`src/uc_pkg.sv`:
```
// Purpose: shared constants and carrier types of the upconversion mixer chain
// Assumes: 8-bit register port with 5-bit addresses, 16-bit signed samples
// Notes:   filter coefficient sets are kept here for the interpolation filters
package uc_pkg;

  // register addresses
  localparam logic [4:0] ADDR_MODE_CFG = 5'h01; // interpolation mode, high-pass, strobe setup
  localparam logic [4:0] ADDR_CFG2     = 5'h02; // second_config_register
  localparam logic [4:0] ADDR_TW0      = 5'h09; // nco_tuning_word_0, bits 7:0
  localparam logic [4:0] ADDR_TW1      = 5'h0a; // nco_tuning_word_1, bits 15:8
  localparam logic [4:0] ADDR_TW2      = 5'h0b; // nco_tuning_word_2, bits 23:16
  localparam logic [4:0] ADDR_TW3      = 5'h0c; // nco_tuning_word_3, bits 31:24
  localparam logic [4:0] ADDR_PO0      = 5'h0d; // nco_phase_offset_0, bits 7:0
  localparam logic [4:0] ADDR_PO1      = 5'h0e; // nco_phase_offset_1, bits 15:8
  localparam logic [4:0] ADDR_STAT_ACC = 5'h10; // accumulator top byte, read only
  localparam logic [4:0] ADDR_STAT_CM  = 5'h11; // coarse sequence index, read only

  // field positions
  localparam int MODE_LSB      = 0; // two bits, see uc_mode_e
  localparam int HP_A_BIT      = 2;
  localparam int HP_B_BIT      = 3;
  localparam int PH_DEL_LSB    = 4; // two bits, initial coarse sequence index
  localparam int PH_CLK_BIT    = 7; // phase strobe latch clock select
  localparam int GAIN_BIT      = 6; // mixer_gain_select in second_config_register
  localparam int CM_LSB        = 0; // four bits, coarse_sequence_select

  // reset values
  localparam logic [7:0]  RST_BYTE = 8'h00;
  localparam logic [31:0] RST_TW   = 32'h0000_0000;
  localparam logic [15:0] RST_PO   = 16'h0000;

  // rate limits of the oscillator and converter in MHz
  localparam int NCO_MAX_CLK_MHZ = 320;
  localparam int DAC_MAX_MHZ     = 500;

  // symmetric filter halves, outer tap first, centre tap last
  localparam int FIR13_COEF [26] = '{8, 0, -24, 0, 58, 0, -120, 0, 221, 0, -380, 0, 619, 0,
                                     -971, 0, 1490, 0, -2288, 0, 3649, 0, -6628, 0, 20750,
                                     32768};
  localparam int SECOND_HALFBAND_FILTER_COEF [10]  = '{9, 0, -58, 0, 214, 0, -638, 0, 2521, 4096};
  localparam int INVSINC_COEF [5] = '{1, -4, 13, -50, 592};

  typedef enum logic [1:0] {
    UC_TWO_X      = 2'b00,
    UC_FOUR_X     = 2'b01,
    UC_FOUR_X_LOW = 2'b10,
    UC_EIGHT_X    = 2'b11
  } uc_mode_e;

  typedef struct packed {
    logic signed [15:0] a;
    logic signed [15:0] b;
  } uc_iq_s;

endpackage

```
`src/uc_mixer_chain.sv`:
```
// Purpose: high-pass inversion, fine mixer with oscillator, coarse mixer
// Assumes: clk is the converter sample clock; all inputs synchronous to it
// Notes:   the half-rate clock is an enable toggling every clk cycle
`timescale 1ns/1ps
module uc_mixer_chain (
  input  wire logic          clk,
  input  wire logic          rst_n,
  input  wire logic          reg_wr,
  input  wire logic          reg_rd,
  input  wire logic [4:0]    reg_addr,
  input  wire logic [7:0]    reg_wdata,
  output logic      [7:0]    reg_rdata,
  input  wire logic          phstr,
  input  wire uc_pkg::uc_iq_s hp_in,
  input  wire logic          hp_in_vld,
  output uc_pkg::uc_iq_s     hp_out,
  output logic               hp_out_vld,
  input  wire uc_pkg::uc_iq_s fm_in,
  output logic               nco_tick,
  output uc_pkg::uc_iq_s     fm_out,
  input  wire uc_pkg::uc_iq_s cm_in,
  output uc_pkg::uc_iq_s     cm_out
);

  typedef struct packed {
    logic [31:0]    tw;     // tuning word
    logic [15:0]    po;     // phase offset
    logic [7:0]     cfg2;   // second_config_register
    logic [7:0]     mcfg;   // mode configuration
    logic [31:0]    acc;    // oscillator phase accumulator
    logic           half;   // half-rate enable phase
    logic           hp_sgn; // next high-pass sign, 1 means negate
    logic [1:0]     cm_k;   // coarse sequence index
    uc_pkg::uc_iq_s hp_o;
    logic           hp_v;
    uc_pkg::uc_iq_s fm_o;
    uc_pkg::uc_iq_s cm_o;
    logic [7:0]     rd;
  } uc_state_s;

  uc_state_s          st_r;
  uc_state_s          st_nxt;
  uc_pkg::uc_mode_e   mode;
  logic               phstr_evt;
  logic               hp_on_a;
  logic               hp_on_b;
  logic               gain;
  logic [3:0]         cm_sel;
  logic [15:0]        nco_phase;
  logic signed [15:0] sin_v;
  logic signed [15:0] cos_v;
  logic signed [31:0] p_ac;
  logic signed [31:0] p_bs;
  logic signed [31:0] p_as;
  logic signed [31:0] p_bc;
  logic signed [32:0] sum_i;
  logic signed [32:0] sum_q;
  logic signed [32:0] scl_i;
  logic signed [32:0] scl_q;
  logic               sw_k;
  logic               neg_a;
  logic               neg_b;
  logic [7:0]         rd_mux;

  // negate with saturation of the most negative code
  function automatic logic signed [15:0] lane(input logic signed [15:0] x, input logic n);
    if (!n) begin
      lane = x;
    end else if (x == 16'sh8000) begin
      lane = 16'sh7fff;
    end else begin
      lane = -x;
    end
  endfunction

  // clip a wide product sum to 16 bits
  function automatic logic signed [15:0] sat16(input logic signed [32:0] v);
    if ((&v[32:15]) || !(|v[32:15])) begin
      sat16 = v[15:0];
    end else if (v[32]) begin
      sat16 = 16'sh8000;
    end else begin
      sat16 = 16'sh7fff;
    end
  endfunction

  // field decode
  always_comb begin
    mode    = uc_pkg::uc_mode_e'(st_r.mcfg[uc_pkg::MODE_LSB +: 2]);
    hp_on_a = st_r.mcfg[uc_pkg::HP_A_BIT] &&
              (mode == uc_pkg::UC_FOUR_X_LOW || mode == uc_pkg::UC_EIGHT_X);
    hp_on_b = st_r.mcfg[uc_pkg::HP_B_BIT] &&
              (mode == uc_pkg::UC_FOUR_X_LOW || mode == uc_pkg::UC_EIGHT_X);
    gain    = st_r.cfg2[uc_pkg::GAIN_BIT];
    cm_sel  = st_r.cfg2[uc_pkg::CM_LSB +: 4];
  end

  // strobe latched on every sample or only on the divided clock edge
  assign phstr_evt = phstr && (st_r.mcfg[uc_pkg::PH_CLK_BIT] || st_r.half);

  // oscillator clock: full rate in 4x, half rate elsewhere
  assign nco_tick = (mode == uc_pkg::UC_FOUR_X) || st_r.half;

  // phase seen by the table is accumulator plus offset
  assign nco_phase = st_r.acc[31:16] + st_r.po;

  uc_sincos u_sincos (
    .phase   (nco_phase),
    .sin_val (sin_v),
    .cos_val (cos_v)
  );

  // complex products of channel A as I and channel B as Q
  always_comb begin
    p_ac  = fm_in.a * cos_v;
    p_bs  = fm_in.b * sin_v;
    p_as  = fm_in.a * sin_v;
    p_bc  = fm_in.b * cos_v;
    sum_i = {p_ac[31], p_ac} - {p_bs[31], p_bs};
    sum_q = {p_as[31], p_as} + {p_bc[31], p_bc};
    scl_i = gain ? (sum_i >>> 15) : (sum_i >>> 16);
    scl_q = gain ? (sum_q >>> 15) : (sum_q >>> 16);
  end

  // coarse sequence swap and sign for the current index
  always_comb begin
    sw_k  = 1'b0;
    neg_a = 1'b0;
    neg_b = 1'b0;
    case (cm_sel[3:2])
      2'b01: begin
        neg_a = ~cm_sel[1] ^ st_r.cm_k[0];
        neg_b = ~cm_sel[0] ^ st_r.cm_k[0];
      end
      2'b10: begin
        sw_k  = st_r.cm_k[0];
        neg_a = (st_r.cm_k == 2'h1 || st_r.cm_k == 2'h2) ^ cm_sel[1];
        neg_b = st_r.cm_k[1] ^ cm_sel[0];
      end
      2'b11: begin
        sw_k  = st_r.cm_k[0];
        neg_a = st_r.cm_k[1] ^ cm_sel[1];
        neg_b = (st_r.cm_k == 2'h1 || st_r.cm_k == 2'h2) ^ cm_sel[0];
      end
      default: begin
        sw_k  = 1'b0; // 00XX passes samples through
      end
    endcase
  end

  // read data selection, unmapped addresses read zero
  always_comb begin
    case (reg_addr)
      uc_pkg::ADDR_MODE_CFG: rd_mux = st_r.mcfg;
      uc_pkg::ADDR_CFG2:     rd_mux = st_r.cfg2;
      uc_pkg::ADDR_TW0:      rd_mux = st_r.tw[7:0];
      uc_pkg::ADDR_TW1:      rd_mux = st_r.tw[15:8];
      uc_pkg::ADDR_TW2:      rd_mux = st_r.tw[23:16];
      uc_pkg::ADDR_TW3:      rd_mux = st_r.tw[31:24];
      uc_pkg::ADDR_PO0:      rd_mux = st_r.po[7:0];
      uc_pkg::ADDR_PO1:      rd_mux = st_r.po[15:8];
      uc_pkg::ADDR_STAT_ACC: rd_mux = st_r.acc[31:24];
      uc_pkg::ADDR_STAT_CM:  rd_mux = {6'h00, st_r.cm_k};
      default:               rd_mux = 8'h00;
    endcase
  end

  // next state of the whole block
  always_comb begin
    st_nxt = st_r;
    // register writes
    if (reg_wr) begin
      case (reg_addr)
        uc_pkg::ADDR_MODE_CFG: st_nxt.mcfg = reg_wdata;
        uc_pkg::ADDR_CFG2:     st_nxt.cfg2 = reg_wdata;
        uc_pkg::ADDR_TW0:      st_nxt.tw[7:0] = reg_wdata;
        uc_pkg::ADDR_TW1:      st_nxt.tw[15:8] = reg_wdata;
        uc_pkg::ADDR_TW2:      st_nxt.tw[23:16] = reg_wdata;
        uc_pkg::ADDR_TW3:      st_nxt.tw[31:24] = reg_wdata;
        uc_pkg::ADDR_PO0:      st_nxt.po[7:0] = reg_wdata;
        uc_pkg::ADDR_PO1:      st_nxt.po[15:8] = reg_wdata;
        default:               st_nxt.rd = st_r.rd; // read-only or unmapped
      endcase
    end
    if (reg_rd) begin
      st_nxt.rd = rd_mux;
    end
    // half-rate divider restarts on the strobe
    st_nxt.half = phstr_evt ? 1'b0 : ~st_r.half;
    // accumulator wraps modulo 2^32 so upper-half words run backwards
    if (phstr_evt) begin
      st_nxt.acc = 32'h0000_0000;
    end else if (nco_tick) begin
      st_nxt.acc = st_r.acc + st_r.tw;
    end
    // high-pass inversion on first filter samples
    st_nxt.hp_v = hp_in_vld;
    if (phstr_evt) begin
      st_nxt.hp_sgn = 1'b0;
    end else if (hp_in_vld) begin
      st_nxt.hp_sgn = ~st_r.hp_sgn;
    end
    if (hp_in_vld) begin
      st_nxt.hp_o.a = lane(hp_in.a, hp_on_a && st_r.hp_sgn);
      st_nxt.hp_o.b = lane(hp_in.b, hp_on_b && st_r.hp_sgn);
    end
    // fine mixer output updates at the oscillator rate
    if (nco_tick) begin
      st_nxt.fm_o.a = sat16(scl_i);
      st_nxt.fm_o.b = sat16(scl_q);
    end
    // coarse mixer works on every converter sample
    st_nxt.cm_o.a = lane(sw_k ? cm_in.b : cm_in.a, neg_a);
    st_nxt.cm_o.b = lane(sw_k ? cm_in.a : cm_in.b, neg_b);
    if (phstr_evt) begin
      st_nxt.cm_k = st_r.mcfg[uc_pkg::PH_DEL_LSB +: 2];
    end else begin
      st_nxt.cm_k = st_r.cm_k + 2'h1;
    end
  end

  // state register
  always_ff @(posedge clk or negedge rst_n) begin
    if (!rst_n) begin
      st_r        <= '0;
      st_r.tw     <= uc_pkg::RST_TW;
      st_r.po     <= uc_pkg::RST_PO;
      st_r.cfg2   <= uc_pkg::RST_BYTE;
      st_r.mcfg   <= uc_pkg::RST_BYTE;
    end else begin
      st_r <= st_nxt;
    end
  end

  // outputs straight from the state register
  assign reg_rdata  = st_r.rd;
  assign hp_out     = st_r.hp_o;
  assign hp_out_vld = st_r.hp_v;
  assign fm_out     = st_r.fm_o;
  assign cm_out     = st_r.cm_o;
endmodule

```
`src/uc_sincos.sv`:
```
// Purpose: sine and cosine of a 16-bit phase for the fine_mixer oscillator
// Assumes: 64 points per turn, quarter-wave table scaled to 32767
// Notes:   purely combinational, the caller registers the mixed result
`timescale 1ns/1ps
module uc_sincos (
  input  wire logic        [15:0] phase,
  output logic signed [15:0] sin_val,
  output logic signed [15:0] cos_val
);

  localparam logic [15:0] QTAB [17] = '{16'h0000, 16'h0c8c, 16'h18f9, 16'h2528, 16'h30fb,
                                         16'h3c56, 16'h471c, 16'h5133, 16'h5a82, 16'h62f1,
                                         16'h6a6d, 16'h70e2, 16'h7641, 16'h7a7c, 16'h7d89,
                                         16'h7f61, 16'h7fff};

  // fold the 6-bit index onto the quarter wave and restore the sign
  function automatic logic signed [15:0] qsin(input logic [5:0] idx);
    logic [4:0]  j;
    logic [15:0] m;
    j = {1'b0, idx[3:0]};
    if (idx[4]) begin
      j = 5'h10 - j;
    end
    m = QTAB[j];
    qsin = idx[5] ? -$signed(m) : $signed(m);
  endfunction

  // cosine leads sine by a quarter turn
  always_comb begin
    sin_val = qsin(phase[15:10]);
    cos_val = qsin(phase[15:10] + 6'h10);
  end

endmodule

```
`config.mk`:
```
export PLATFORM = sky130hd
export DESIGN_NAME = uc_mixer_chain
export DESIGN_NICKNAME = d
export VERILOG_FILES = /design/src/uc_pkg.sv /design/src/uc_mixer_chain.sv /design/src/uc_sincos.sv
export SDC_FILE = /design/constraint.sdc
export NUM_CORES = 2
export LEC_CHECK = 0
export BUFFER_PORTS_ARGS = -buffer_cell sky130_fd_sc_hd__buf_2
export CAP_MARGIN = 20
export CORE_UTILIZATION = 29
export CTS_BUF_LIST = sky130_fd_sc_hd__clkbuf_4
export DETAILED_ROUTE_END_ITERATION = 10
export GPL_ROUTABILITY_DRIVEN = 0
export SLEW_MARGIN = 10
export SYNTH_ARGS = -nofsm -noshare
export SYNTH_HDL_FRONTEND = slang
export SYNTH_HIERARCHICAL = 1
export SYNTH_SLANG_ARGS = --single-unit
```
`constraint.sdc`:
```
create_clock -name clk -period 30.7 [get_ports clk]
set_clock_uncertainty 0.05 [all_clocks]
set_input_delay 0 -clock clk [delete_from_list [all_inputs] [get_ports clk]]
set_output_delay 0 -clock clk [all_outputs]
set_load 0.05 [all_outputs]
```
# == Word-level counts from Yosys, hierarchy flattened ==
# Memory sizes are Yosys's and may differ from the RTL's.
# Cells that the tools add are included.
# word_totals
ff_bits,205
rom_bits,1024
word_cells,138
mem_count,2
# classes
addsub,14
mul,4
n_lt_le_gt_ge,2
n_eq_ne,22
n_mux,34
bitwise_logic,12
n_reduce_logical,28
# mem_list
memory,depth,width,read_ports,rd_ports_with_merged_regs,wr,line,source
(name not given),32,16,1,0,0,uc_sincos.sv:24,m = QTAB[j];
(name not given),32,16,1,0,0,uc_sincos.sv:24,
# op_table
operator,count
$mux 16,20
$mul 16x16->32,4
$neg 16->16,6
$pmux 8 s10,1
$eq 16x16->1 const B,4
$mux 32,2
$reduce_and 18->1,2
$reduce_or 18->1,2
$mux 17,2
$add 32x32->33,1
$sub 32x32->33,1
$add 32x32->32,1
$eq 5x4->1 const B,6
$add 16x16->16,1
$reduce_and 2->1,8
$ge 6x6->1 const B,2
$not 5->6,2
$eq 2x2->1 const B,5
$eq 5x5->1 const B,2
$mux 5,2
$sub 5x4->5 const A,2
$add 6x5->6 const B,1
$eq 2x1->1 const B,3
$logic_or 1x1->1,6
12 further kinds,30

# == Logic depth before layout (Yosys ltp) ==
# depth
depth_word,17
mapped_depth,58
mapped_depth_nobuf,54

# == Hierarchy ==
# The synthesis kept the hierarchy.
# modules_own_cells
module,instances,cells_per_inst,area_per_inst_um2
uc_mixer_chain,1,5747,53089.7
uc_sincos,1,323,1921.8

# == Least setup slack after synthesis ==
# No wires, ideal clock.
# synth_path
kind,register to register
startpoint,reg st_r[126] in the netlist's numbering
endpoint,reg st_r (netlist bit fm_out[30])
arrival_ns,12.762
required_ns,30.502
path_slack_ns,17.740
stages_incl_launch_ff,55
synth_period_minus_slack_ns,12.960
path_cell_list,dfrtp_1 > ha_1 > a21o_1 > a21oi_1 > o21ai_0 > a21oi_1 > o21ai_0 > a21oi_1 > o21ai_0 > a2111oi_0 > nor2_1 > xnor2_1 > buf_2 > inv_1 > ha_1 > mux2_2 > nand2_1 > nor2_1 > (+19 left out) > inv_1 > fa_1 > inv_1 > fa_1 > inv_1 > ha_1 > or2_1 > a221oi_1 > nand4b_1 > a21o_1 > nand3_1 > a21bo_2 > a311o_1 > and4_1 > or4_1 > nand4_2 > buf_6 > o32ai_1
# synth_between
elab_chain_cells,17
elab_cells_between_ends,28
# synth_rtl
element,line,source
start: declaration,uc_mixer_chain.sv:41,uc_state_s st_r;
start signal: assignment,uc_mixer_chain.sv:231,st_r <= st_nxt;
$add 16x16->16 *,uc_mixer_chain.sv:105,assign nco_phase = st_r.acc[31:16] + st_r.po;
via nco_phase[11],uc_mixer_chain.sv:49,logic [15:0] nco_phase;
$add 6x5->6 *,uc_sincos.sv:31,cos_val = qsin(phase[15:10] + 6'h10);
$sub 5x4->5,uc_sincos.sv:22,j = 5'h10 - j;
$mux 5,uc_sincos.sv:21,if (idx[4]) begin
$not 5->6 (not written as such),uc_sincos.sv:24,
$mem_v2 32x16,--,
$mux 16 (not written as such) (2 in series),uc_sincos.sv:24,
(+2 left out),--,
via cos_v[0],uc_mixer_chain.sv:51,logic signed [15:0] cos_v;
$mul 16x16->32 *,uc_mixer_chain.sv:115,p_ac = fm_in.a * cos_v;
$sub 32x32->33 *,uc_mixer_chain.sv:119,"sum_i = {p_ac[31], p_ac} - {p_bs[31], p_bs};"
$mux 17,uc_mixer_chain.sv:121,scl_i = gain ? (sum_i >>> 15) : (sum_i >>> 16);
$reduce_or 18->1,uc_mixer_chain.sv:78,if ((&v[32:15]) || !(|v[32:15])) begin
$logic_not 1->1,uc_mixer_chain.sv:78,
$logic_or 1x1->1,uc_mixer_chain.sv:78,
$mux 16 *,uc_mixer_chain.sv:78,
# Mark *: on every way through the listed nets, which the timed path passes. The rest lies on a longest branch. The select of a mux whose other input is x is not followed.
# A chain may end at the register's enable or synchronous reset.

# == Worst setup path in the final report ==
# layout_path
startpoint,reg st_r[125] in the netlist's numbering
endpoint,reg st_r (netlist bit fm_out[13])
# layout_between
elab_cells_between_ends,28
# layout_rtl
element,line,source
$add 16x16->16 *,uc_mixer_chain.sv:105,
via nco_phase[10],uc_mixer_chain.sv:49,
$sub 5x4->5,uc_sincos.sv:22,
$mux 5 *,uc_sincos.sv:21,
$not 5->6 (not written as such) *,uc_sincos.sv:24,
$mem_v2 32x16 *,--,
$mux 16 (not written as such) * (2 in series),uc_sincos.sv:24,
$neg 16->16,uc_sincos.sv:25,qsin = idx[5] ? -$signed(m) : $signed(m);
$mux 16 *,uc_sincos.sv:25,
via sin_v[10],uc_mixer_chain.sv:50,logic signed [15:0] sin_v;
$mul 16x16->32 *,uc_mixer_chain.sv:117,p_as = fm_in.a * sin_v;
$add 32x32->33 *,uc_mixer_chain.sv:120,"sum_q = {p_as[31], p_as} + {p_bc[31], p_bc};"
$mux 17,uc_mixer_chain.sv:122,scl_q = gain ? (sum_q >>> 15) : (sum_q >>> 16);
$reduce_or 18->1,uc_mixer_chain.sv:78,
$logic_not 1->1,uc_mixer_chain.sv:78,
$logic_or 1x1->1,uc_mixer_chain.sv:78,
$mux 16 *,uc_mixer_chain.sv:78,
# Marks and branches as above.

==> results.sh <==
export IMPL_end_kind="flop"
export IMPL_synth_area_per_cell_um2=9.07
export IMPL_grt_overflow=0
export IMPL_grt_pass1_vias=45400
export IMPL_die_x_um=437
export IMPL_dr_total_vias=41700
export IMPL_post_cts_resized=0
export IMPL_grt_pass1_wl_um=254000
export IMPL_cpMaxStageDelayCell="xnor2_1"
export IMPL_relSlewSlack_pct=28.1
export IMPL_layout_drive_gt1_share_pct=8.27
export IMPL_max_freq_mhz=63.7
export IMPL_cts_max_path_buffers=3
export IMPL_io_buffers=220
export IMPL_hp_class="input pin to flop"
export IMPL_initial_core_util_pct=29.2
export IMPL_max_cap_violations=0
export IMPL_critPathMaxStageDelay_ns=0.84
export IMPL_syn_inst=6054
export IMPL_path_class="flop to flop"
export IMPL_arrival_ns=16.35
export IMPL_routed_wl_um=155000
export IMPL_cts_max_level=2
export IMPL_synth_area_um2=54900
export IMPL_vias_per_cell=4.76
export IMPL_drtAntennaViolNets=0
export IMPL_violations="DRC"
export IMPL_groute_usage_overall_pct=16.6
export IMPL_cts_reportedPaths_clkPinSlew_ns=0.07
export IMPL_antenna_found_initial=14
export IMPL_tightest_slew_ns=1.08
export IMPL_setup_violations=0
export IMPL_firstDrtPassIters=9
export IMPL_syn_num_nets=7698
export IMPL_wl_per_cell_um=17.7
export IMPL_period_minus_slack_ns=15.70
export IMPL_status="finished, violations left"
export IMPL_startpoint_type="flop"
export IMPL_rsz0062_at_grt="no"
export IMPL_timing_final_crit_share_pct=51.1
export IMPL_core_area_um2=188000
export IMPL_die_area_um2=191000
export IMPL_final_cell_mix="inv_1, fa_1, nand2_1, and2_1, ha_1"
export IMPL_pin_count=221
export IMPL_die_y_um=437
export IMPL_grt_max_degree=97
export IMPL_cts_made_buffers=54
export IMPL_dr_first_iter_drc_count=3034
export IMPL_clk_latency_ns=0.84
export IMPL_hold_violations=0
export IMPL_cp_required_ns=31.35
export IMPL_drc=6
export IMPL_setup_tns_ns=0
export IMPL_syn_to_final_growth_pct=10.9
export IMPL_synth_warnings=6
export IMPL_finalNetCount=7873
export IMPL_rows=159
export IMPL_final_common_cell="inv_1"
export IMPL_clock_sinks=205
export IMPL_root_buffer="clkbuf_4"
export IMPL_cpMostUsedCell="fa_1"
export IMPL_cts_tree="yes"
export IMPL_drv_slew=0
export IMPL_crit_fanout=58
export IMPL_dp_hpwl_um=118000
routing by layer:
metal	vias up	global-route usage, %	wire (µm)
met1	21500	21.3	63400
met4	2	3.96	4100
met3	243	2.10	9110
li1	18600	-	-
met5	-	0	7
met2	1426	29.5	78500
sequential cells by signal (all words and copies together), names as in the netlist:
signal,cells
reg_rdata,8
cm_sel,4
hp_out_vld,1
hp_out,32
mode,2
cm_out,32
gain,1
fm_out,32
st_r,93
critical path: cells and delay by family (launching register included):
family	cells	cell delay [ns]
AOI/OAI and AO/OA	15	3.81
xor gates and xnor gates	3	1.51
adders and majority gates	13	5.58
buffers and inverters	8	1.72
DFF	1	0.38
and+or+nand+nor	11	2.52
metrics by stage:
stage	setup WS, ns	hold WS, ns	instances	utilization (%)	cell area, µm²
after floorplan	18.04	-0.346	6054	-	54900
after global routing	13.97	0.0524	8764	32.4	60900
after CTS	14.96	0.0189	8761	32.4	60900
final	15.00	0.104	8768	32.4	60900
after global placement	14.84	0.0438	8443	30.9	58000
after detailed placement	14.92	0.0506	8445	30.9	58000
what timing repair did:
item	4_1_cts	5_1_grt
hold endpoints to repair	300	0
setup buffers	0	0
hold buffers	222	0
cell type report:
class / count / area [µm²]
diodes: 6 / 15.0
clock buffers: 74 / 556
clock inverters: 20 / 103
fillers: 19300 / 127000
inverters: 1335 / 5010
multi-input cells: 4116 / 43100
flip-flops and latches: 205 / 5130
well taps: 2495 / 3120
repair buffers: 517 / 3920
path summary, 6_finish.rpt:
path                                         from                endpoint  cells after the start  slack [ns]
min in group asynchronous                   rst_n  hp_out[27]$_DFFE_PN0P_                      4        0.32
max                         st_r[125]$_DFFE_PN0P_  fm_out[13]$_DFFE_PN0P_                     50       15.00
min reg2reg                fm_out[15]$_DFFE_PN0P_  fm_out[15]$_DFFE_PN0P_                      2        0.44
max in group asynchronous                   rst_n        gain$_DFFE_PN0P_                      4       29.38
min                                      cm_in[1]     cm_out[1]$_DFF_PN0_                      6        0.10
max reg2reg                 st_r[125]$_DFFE_PN0P_  fm_out[13]$_DFFE_PN0P_                     50       15.00
Power is left out: the tool's default activity adds up to more than one toggle a clock period on the data nets, which glitch-free logic cannot reach.
